<file path="src/rtl/lpt_defines.vh">
// Register map, field positions, reset values and timing for the timer
`ifndef LPW_DEFINES_VH
`define LPW_DEFINES_VH

// ****************************************************************
// Register indices (byte address is four times the index)
// ****************************************************************
`define LPW_IDX_CTRL1 32'h000800B0
`define LPW_IDX_GATE 32'h000800B1
`define LPW_IDX_RUN 32'h000800B2
`define LPW_IDX_PERIOD 32'h000800B4
`define LPW_IDX_MATCH0 32'h000800B8
`define LPW_IDX_WAKE 32'h000800BA
`define LPW_IDX_PROTECT 32'h000800BC
`define LPW_IDX_COUNT 32'h000800BE

// ****************************************************************
// Field positions
// ****************************************************************
`define LPW_PS_MSB 2
`define LPW_PS_LSB 0
`define LPW_CKSEL_BIT 4
`define LPW_MRE0_BIT 6
`define LPW_GATE_BIT 0
`define LPW_RUN_BIT 0
`define LPW_CLR_BIT 1
`define LPW_WKUP_BIT 0
`define LPW_UNLOCK_BIT 2

// ****************************************************************
// Masks and reset values
// ****************************************************************
`define LPW_CTRL1_MASK 8'h57
`define LPW_CTRL1_RST 8'h01
`define LPW_GATE_RST 1'b1
`define LPW_PERIOD_RST 16'hFFFF
`define LPW_MATCH0_RST 16'hFFFF

// ****************************************************************
// Timing
// ****************************************************************
`define LPW_SYNC_STAGES 3
`define LPW_PS_LAST_D2 5'h01
`define LPW_PS_LAST_D4 5'h03
`define LPW_PS_LAST_D8 5'h07
`define LPW_PS_LAST_D16 5'h0F
`define LPW_PS_LAST_MAX 5'h1F

`endif

</file>
<file path="src/rtl/lpt_timer.v">
// Low-power wakeup timer with APB register slave
//
// The APB register port is this design's own decision.
`timescale 1ns/10ps
`include "lpt_defines.vh"

module lpw_timer (
  input wire pclk,
  input wire presetn,
  input wire psel,
  input wire penable,
  input wire pwrite,
  input wire [31:0] paddr,
  input wire [31:0] pwdata,
  output reg [31:0] prdata,
  output wire pready,
  output reg pslverr,
  input wire sub_clock,
  input wire wdt_osc_clock,
  input wire standby_mode,
  input wire sleep_count_stop_option,
  output reg low_power_timer_event,
  output reg match0_irq,
  output reg wakeup_request
);

  // ****************************************************************
  // Address decoding
  // ****************************************************************
  // Register indices; the bus sees four times them
  function [31:0] lpw_addr;
    input [31:0] idx;
    begin
      lpw_addr = {idx[29:0], 2'b00};
    end
  endfunction

  // Codes outside 1 to 5 are prohibited and fall back to divide by 2
  function [4:0] lpw_div_last;
    input [2:0] code;
    begin
      case (code)
        3'h1: lpw_div_last = `LPW_PS_LAST_D2;
        3'h2: lpw_div_last = `LPW_PS_LAST_D4;
        3'h3: lpw_div_last = `LPW_PS_LAST_D8;
        3'h4: lpw_div_last = `LPW_PS_LAST_D16;
        3'h5: lpw_div_last = `LPW_PS_LAST_MAX;
        default: lpw_div_last = `LPW_PS_LAST_D2;
      endcase
    end
  endfunction

  reg [7:0] ctrl1_r;
  reg gate_stop_r;
  reg run_r;
  reg clr_req_r;
  reg [15:0] period_r;
  reg [15:0] match0_r;
  reg wake_permit_r;
  reg unlock_r;
  reg run_applied_r;
  reg [4:0] ps_r;
  reg [15:0] cnt_r;
  reg [15:0] cnt_nxt;

  wire setup = psel & ~penable;
  wire wr_go = psel & penable & pwrite;
  wire hit_ctrl1 = paddr == lpw_addr(`LPW_IDX_CTRL1);
  wire hit_gate = paddr == lpw_addr(`LPW_IDX_GATE);
  wire hit_run = paddr == lpw_addr(`LPW_IDX_RUN);
  wire hit_period = paddr == lpw_addr(`LPW_IDX_PERIOD);
  wire hit_match0 = paddr == lpw_addr(`LPW_IDX_MATCH0);
  wire hit_wake = paddr == lpw_addr(`LPW_IDX_WAKE);
  wire hit_protect = paddr == lpw_addr(`LPW_IDX_PROTECT);
  wire hit_count = paddr == lpw_addr(`LPW_IDX_COUNT);
  wire hit_any = hit_ctrl1 | hit_gate | hit_run | hit_period |
    hit_match0 | hit_wake | hit_protect | hit_count;
  // Protected writes are dropped silently, with no error
  wire wr_ok = wr_go & unlock_r;

  // Zero wait states on every access
  assign pready = 1'b1;

  // ****************************************************************
  // Source clock sampling
  // ****************************************************************
  wire [1:0] src_in = {wdt_osc_clock, sub_clock};
  wire [1:0] src_rise;

  // Each pin passes three flops; a level counts once the last two agree
  genvar g;
  generate
    for (g = 0; g < 2; g = g + 1) begin : g_src
      reg [`LPW_SYNC_STAGES-1:0] sync_r;
      reg level_r;
      always @(posedge pclk or negedge presetn) begin
        if (!presetn) begin
          sync_r <= 3'b000;
        end else begin
          sync_r <= {sync_r[1:0], src_in[g]};
        end
      end

      always @(posedge pclk or negedge presetn) begin
        if (!presetn) begin
          level_r <= 1'b0;
        end else if (sync_r[1] == sync_r[2]) begin
          level_r <= sync_r[2];
        end
      end
      assign src_rise[g] = sync_r[1] & sync_r[2] & ~level_r;
    end
  endgenerate

  // Watchdog oscillator halts in standby unless its stop option is off
  wire wdt_alive = ~(standby_mode & sleep_count_stop_option);
  wire src_tick_raw = ctrl1_r[`LPW_CKSEL_BIT] ?
    (src_rise[1] & wdt_alive) : src_rise[0];
  wire src_tick = src_tick_raw & ~gate_stop_r;

  // ****************************************************************
  // Register writes
  // ****************************************************************
  // Unlock stays writable so software can always reopen access
  always @(posedge pclk or negedge presetn) begin
    if (!presetn) begin
      unlock_r <= 1'b0;
    end else if (wr_go & hit_protect) begin
      unlock_r <= pwdata[`LPW_UNLOCK_BIT];
    end
  end

  always @(posedge pclk or negedge presetn) begin
    if (!presetn) begin
      ctrl1_r <= `LPW_CTRL1_RST;
    end else if (wr_ok & hit_ctrl1) begin
      ctrl1_r <= pwdata[7:0] & `LPW_CTRL1_MASK;
    end
  end

  // Gate resets stopped so no tick reaches the counter before setup
  always @(posedge pclk or negedge presetn) begin
    if (!presetn) begin
      gate_stop_r <= `LPW_GATE_RST;
    end else if (wr_ok & hit_gate) begin
      gate_stop_r <= pwdata[`LPW_GATE_BIT];
    end
  end

  always @(posedge pclk or negedge presetn) begin
    if (!presetn) begin
      run_r <= 1'b0;
    end else if (wr_ok & hit_run) begin
      run_r <= pwdata[`LPW_RUN_BIT];
    end
  end

  always @(posedge pclk or negedge presetn) begin
    if (!presetn) begin
      period_r <= `LPW_PERIOD_RST;
    end else if (wr_ok & hit_period) begin
      period_r <= pwdata[15:0];
    end
  end

  always @(posedge pclk or negedge presetn) begin
    if (!presetn) begin
      match0_r <= `LPW_MATCH0_RST;
    end else if (wr_ok & hit_match0) begin
      match0_r <= pwdata[15:0];
    end
  end

  always @(posedge pclk or negedge presetn) begin
    if (!presetn) begin
      wake_permit_r <= 1'b0;
    end else if (wr_ok & hit_wake) begin
      wake_permit_r <= pwdata[`LPW_WKUP_BIT];
    end
  end

  // ****************************************************************
  // Clear request and run control, applied on source ticks
  // ****************************************************************
  wire clr_set = wr_ok & hit_run & pwdata[`LPW_CLR_BIT];

  // A new request wins over the tick that would retire the old one
  always @(posedge pclk or negedge presetn) begin
    if (!presetn) begin
      clr_req_r <= 1'b0;
    end else if (clr_set) begin
      clr_req_r <= 1'b1;
    end else if (src_tick) begin
      clr_req_r <= 1'b0;
    end
  end

  always @(posedge pclk or negedge presetn) begin
    if (!presetn) begin
      run_applied_r <= 1'b0;
    end else if (src_tick) begin
      run_applied_r <= run_r;
    end
  end

  // ****************************************************************
  // Prescaler and counter
  // ****************************************************************
  wire [4:0] ps_last = lpw_div_last(ctrl1_r[`LPW_PS_MSB:`LPW_PS_LSB]);
  wire counting = src_tick & run_applied_r & ~clr_req_r;
  wire cnt_en = counting & (ps_r == ps_last);

  // A zero period is prohibited; the counter then stays at zero
  always @* begin
    if (cnt_r == period_r) begin
      cnt_nxt = 16'h0000;
    end else begin
      cnt_nxt = cnt_r + 16'h0001;
    end
  end

  always @(posedge pclk or negedge presetn) begin
    if (!presetn) begin
      ps_r <= 5'h00;
    end else if (src_tick & clr_req_r) begin
      ps_r <= 5'h00;
    end else if (counting) begin
      if (ps_r >= ps_last) begin
        ps_r <= 5'h00;
      end else begin
        ps_r <= ps_r + 5'h01;
      end
    end
  end

  always @(posedge pclk or negedge presetn) begin
    if (!presetn) begin
      cnt_r <= 16'h0000;
    end else if (src_tick & clr_req_r) begin
      cnt_r <= 16'h0000;
    end else if (cnt_en) begin
      cnt_r <= cnt_nxt;
    end
  end

  // ****************************************************************
  // Compare match 0 and wakeup
  // ****************************************************************
  // One-cycle registered pulses so the event link sees clean levels
  wire match_hit = cnt_en & (cnt_nxt == match0_r) &
    ctrl1_r[`LPW_MRE0_BIT] & standby_mode;

  always @(posedge pclk or negedge presetn) begin
    if (!presetn) begin
      low_power_timer_event <= 1'b0;
    end else begin
      low_power_timer_event <= match_hit;
    end
  end

  always @(posedge pclk or negedge presetn) begin
    if (!presetn) begin
      match0_irq <= 1'b0;
    end else begin
      match0_irq <= match_hit;
    end
  end

  always @(posedge pclk or negedge presetn) begin
    if (!presetn) begin
      wakeup_request <= 1'b0;
    end else begin
      wakeup_request <= match_hit & wake_permit_r;
    end
  end

  // ****************************************************************
  // Read data and error
  // ****************************************************************
  always @(posedge pclk or negedge presetn) begin
    if (!presetn) begin
      pslverr <= 1'b0;
    end else if (setup) begin
      pslverr <= ~hit_any;
    end
  end

  // Captured in the setup cycle, it stands through the access phase
  always @(posedge pclk or negedge presetn) begin
    if (!presetn) begin
      prdata <= 32'h00000000;
    end else if (setup) begin
      prdata <= 32'h00000000;
      if (!pwrite) begin
        if (hit_ctrl1) begin
          prdata <= {24'h000000, ctrl1_r};
        end
        if (hit_gate) begin
          prdata <= {31'h00000000, gate_stop_r};
        end
        if (hit_run) begin
          prdata <= {30'h00000000, clr_req_r, run_r};
        end
        if (hit_period) begin
          prdata <= {16'h0000, period_r};
        end
        if (hit_match0) begin
          prdata <= {16'h0000, match0_r};
        end
        if (hit_wake) begin
          prdata <= {31'h00000000, wake_permit_r};
        end
        if (hit_protect) begin
          prdata <= {29'h00000000, unlock_r, 2'b00};
        end
        if (hit_count) begin
          prdata <= {16'h0000, cnt_r};
        end
      end
    end
  end

endmodule // lpw_timer

</file>
<file path="config.mk">
export PLATFORM = sky130hd
export DESIGN_NAME = lpw_timer
export DESIGN_NICKNAME = d
export VERILOG_FILES = /design/src/rtl/lpt_timer.v
export VERILOG_INCLUDE_DIRS = /design/src /design/src/rtl
export SDC_FILE = /design/constraint.sdc
export NUM_CORES = 1
export LEC_CHECK = 0
export ABC_AREA = 1
export ABC_CLOCK_PERIOD_IN_PS = 3280
export BUFFER_PORTS_ARGS = -buffer_cell sky130_fd_sc_hd__buf_2
export CORE_MARGIN = 2
export CORE_UTILIZATION = 60
export CTS_BUF_LIST = sky130_fd_sc_hd__clkbuf_4 sky130_fd_sc_hd__clkbuf_8 sky130_fd_sc_hd__clkbuf_16
export DETAILED_ROUTE_END_ITERATION = 8
export PLACE_DENSITY = 0.9
export SLEW_MARGIN = 20
export SYNTH_ARGS = -nofsm -noshare
export SYNTH_HDL_FRONTEND = slang
export SYNTH_SLANG_ARGS = --single-unit
</file>
<file path="constraint.sdc">
create_clock -name pclk -period 3.28 [get_ports pclk]
set_input_delay 0.656 -clock pclk [delete_from_list [all_inputs] [get_ports pclk]]
set_output_delay 0.656 -clock pclk [all_outputs]
set_load 0.1 [all_outputs]
</file>
==> run_results.csv <==
group,metric,value,unit
run,maxCapViolations,0,
floorplanning,die_x,99.7,um
finish,fillCellCount,735,
synth,synth_edf_count,0,
sta,skew,9.54,ps
clock_network,root_buffer,"clkbuf_8",
power,power,0.00220,W
critical_path,worst_ep_arrival_time,2810,ps
hold_path,hold_class,"input pin to asynchronous set/reset pin",
global_route,grt_usage,29.6,%
finish,drive_gt1_share,18.3,%
finish,syn_to_final_growth,11.9,%
synth,synth.avg_cell_area,7.24,um^2
finish,multiInputGateArea,2560,um^2
critical_path,critPathKind,"flop to flop",
place,place_area,5920,um^2
place,dp_hpwl,10100,um
floorplanning,io_pins,110,
clock_network,cts_htree_levels,3,
clock_network,cts_tree,"yes",
critical_path,critPathMaxStageDelay,640,ps
place,gp_congestion,0.999,
finish,fin_area,6140,um^2
sta,worst_pin_slew,747,ps
finish,antenna_cells,0,
routing,wl_met3,1150,um
synth,synth_seq_cells,91,
sta,setup_viol,0,
critical_path,worstReg2RegEnd,"ps_r[0]",
power,peakVddDrop,0.280,mV
critical_path,cp.required,3570,ps
critical_path,r2r_slack,760,ps
finish,final_util,69.8,%
synth,synth_top_area_share,26.0,%
floorplanning,die_area,9930,um^2
critical_path,critPathTopFamily,"compound AO/OA/AOI/OAI gates",
power,powerDensity,359,nW/um^2
clock_network,cts_sinks,91,
status,outcome,"complete, no violations",
global_route,grt_first_pass_wirelength,23500,um
global_route,antenna_found_initial,0,
critical_path,r2r_start,"ctrl1_r[1]",
sta,fin_crit_sh,76.7,%
synth,yosysWarnings,0,
synth,synth_most_common_cell,"nand2_1",
sta,slew_violations,0,
sta,hold_violations,0,
critical_path,crit_slowest_cell,"a2111oi_0",
sta,rsz0062_at_grt,"false",
routing,dr.first_iter.drc_count,459,
synth,synthCells,758,
synth,seq_area_frac_synth,42.3,%
routing,drc_errors,0,
critical_path,path_buf_inv,1,
synth,yosysUniqueCellTypes,40,
clock_network,cts_buffer_depth,2,
critical_path,r2r_cells,9,
global_route,grt_max_degree,54,
finish,nets,915,
synth,synth_common_cells,"nand2_1 (247), inv_1 (108), nor2_1 (63), dfrtp_1 (57), o21ai_0 (45)",
clock_network,worstSkewPairLatency,380,ps
floorplanning,core_area,8810,um^2
place,io_buffers,76,
sta,max-slew-margin-rel,48.9,%
global_route,grt_remaining_overflow,0,
global_route,grt_pass1_vias,5019,
synth,syn_area,5490,um^2
clock_network,post-cts-setup-buffers,0,
synth,synth_top_flop_cell,"dfrtp_1",
power,power_leakage,3.21,nW
critical_path,worstPathMaxFanout,4,
clock_network,cts_buffers,9,
clock_network,clk_pin_slew,90,ps
finish,register_area,2320,um^2
routing,vias,5277,
routing,wl_met2,6520,um
sta,timing.fmax,397,MHz
floorplanning,core.rowCount,34,
floorplanning,die_height,99.7,um
routing,via_per_inst,5.58,
sta,setup_tns,0,ps
clock_network,cts-resized-gates,0,
synth,synthTopCellsByArea,"dfrtp_1 (26%), nand2_1 (17%), dfstp_2 (16%)",
routing,wl,13900,um
routing,wl_met1,6000,um
sta,min_period,2520,ps
synth,yosys.area.top_type,"dfrtp_1",
critical_path,critPathCaptureType,"flop",
floorplanning,initial_utilization,62.3,%
synth,synthArstFlopShare,100,%
routing,post_drt_wl_per_cell,14.7,um
routing,ant_nets,0,
routing,first_pass_iters,5,
critical_path,cp-start-kind,"flop",
routing,top_layer,"met4",
critical_path,path_cells,"inv_1 > ha_1 > a31oi_1 > ha_1 > nand3_1 > nor2_1 > a2111oi_0 > nand3_1 > o21ai_0",
clock_network,postCtsHoldBufs,0,
-- logic make-up after synthesis --
kind of cell,Yosys count,share of synthesized area (%)
buffers and inverters,154,12.1
flip-flops,91,42.3
multiplexers,1,0.182
AND/OR/NAND/NOR,382,29.3
XOR/XNOR,15,2.39
adder cells (fa/ha/maj),9,2.05
other,2,0.137
AO/OA/AOI/OAI,104,11.6
-- report_power, final --
part           leakage, nW  total [W]  internal [W]  switching [W]
combinational         2.08   0.000207     0.0000407       0.000167
sequential            1.02    0.00114       0.00113     0.00000355
clock                0.110   0.000860      0.000434       0.000425
total                 3.21    0.00220       0.00161       0.000595
-- cell usage in the layout, fill, tap and decap left out, types with 2 or more instances in the layout --
cell       Yosys  final
nand2_1      247    247
inv_1        108    108
buf_2          2     75
nor2_1        63     63
dfrtp_1       57     57
o21ai_0       45     45
dfstp_2       34     34
nand3_1       31     31
o22ai_1       17     17
conb_1         2     17
nand4_1       15     15
xor2_1        14     14
o2111ai_1     12     12
o211ai_1      11     11
a21oi_1       10     10
inv_2          9      9
ha_1           9      9
clkbuf_8       0      9
buf_4         19      9
nor3_1         8      8
nand3b_1       7      7
nor2_2         3      3
a31oi_1        2      2
nand3_2        2      2
nor4_1         2      2
bufinv_16      0      2
inv_6          0      2
-- layer usage --
layer	vias to the layer above	track usage, %
met5	-	0
met4	0	9.69
met3	28	5.90
met2	263	48.5
met1	2443	39.6
li1	2543	-
-- registers in the layout (all words and copies together) (netlist names), 2 cells and up --
| register | cells |
|---|---|
| cnt_r | 16 |
| ctrl1_r | 5 |
| g_src.level_r | 2 |
| g_src.sync_r | 6 |
| match0_r | 16 |
| period_r | 16 |
| prdata | 16 |
| ps_r | 5 |
-- worst max-delay path by stage --
stage,slack [ps],endpoint,cells past startpoint,from
floorplan,1270,cnt_r[10],9,ctrl1_r[1]
global placement,840,prdata[4],12,paddr[1]
detailed placement,760,prdata[4],12,paddr[1]
CTS,790,ps_r[0],9,ctrl1_r[1]
global route,560,ps_r[0],9,ctrl1_r[1]
finish,760,ps_r[0],9,ctrl1_r[1]
-- per-stage QoR --
step | std cells | hold slack (ps) | setup WS (ps)
CTS | 946 | 256 | 788
floorplan | 773 | 331 | 1270
global route | 946 | 271 | 564
global placement | 930 | 332 | 836
finish | 946 | 239 | 763
detailed placement | 930 | 336 | 763
-- cell type report --
| type | instances | share of cell area [%] |
|---|---|---|
| multi-input combinational | 528 | 41.7 |
| inverter | 118 | 7.21 |
| clock buffer | 9 | 2.02 |
| tap | 108 | 2.20 |
| sequential | 91 | 37.8 |
| timing repair buffer | 85 | 7.54 |
| clock inverter | 7 | 1.61 |
Power figures use the tool's default switching activity.
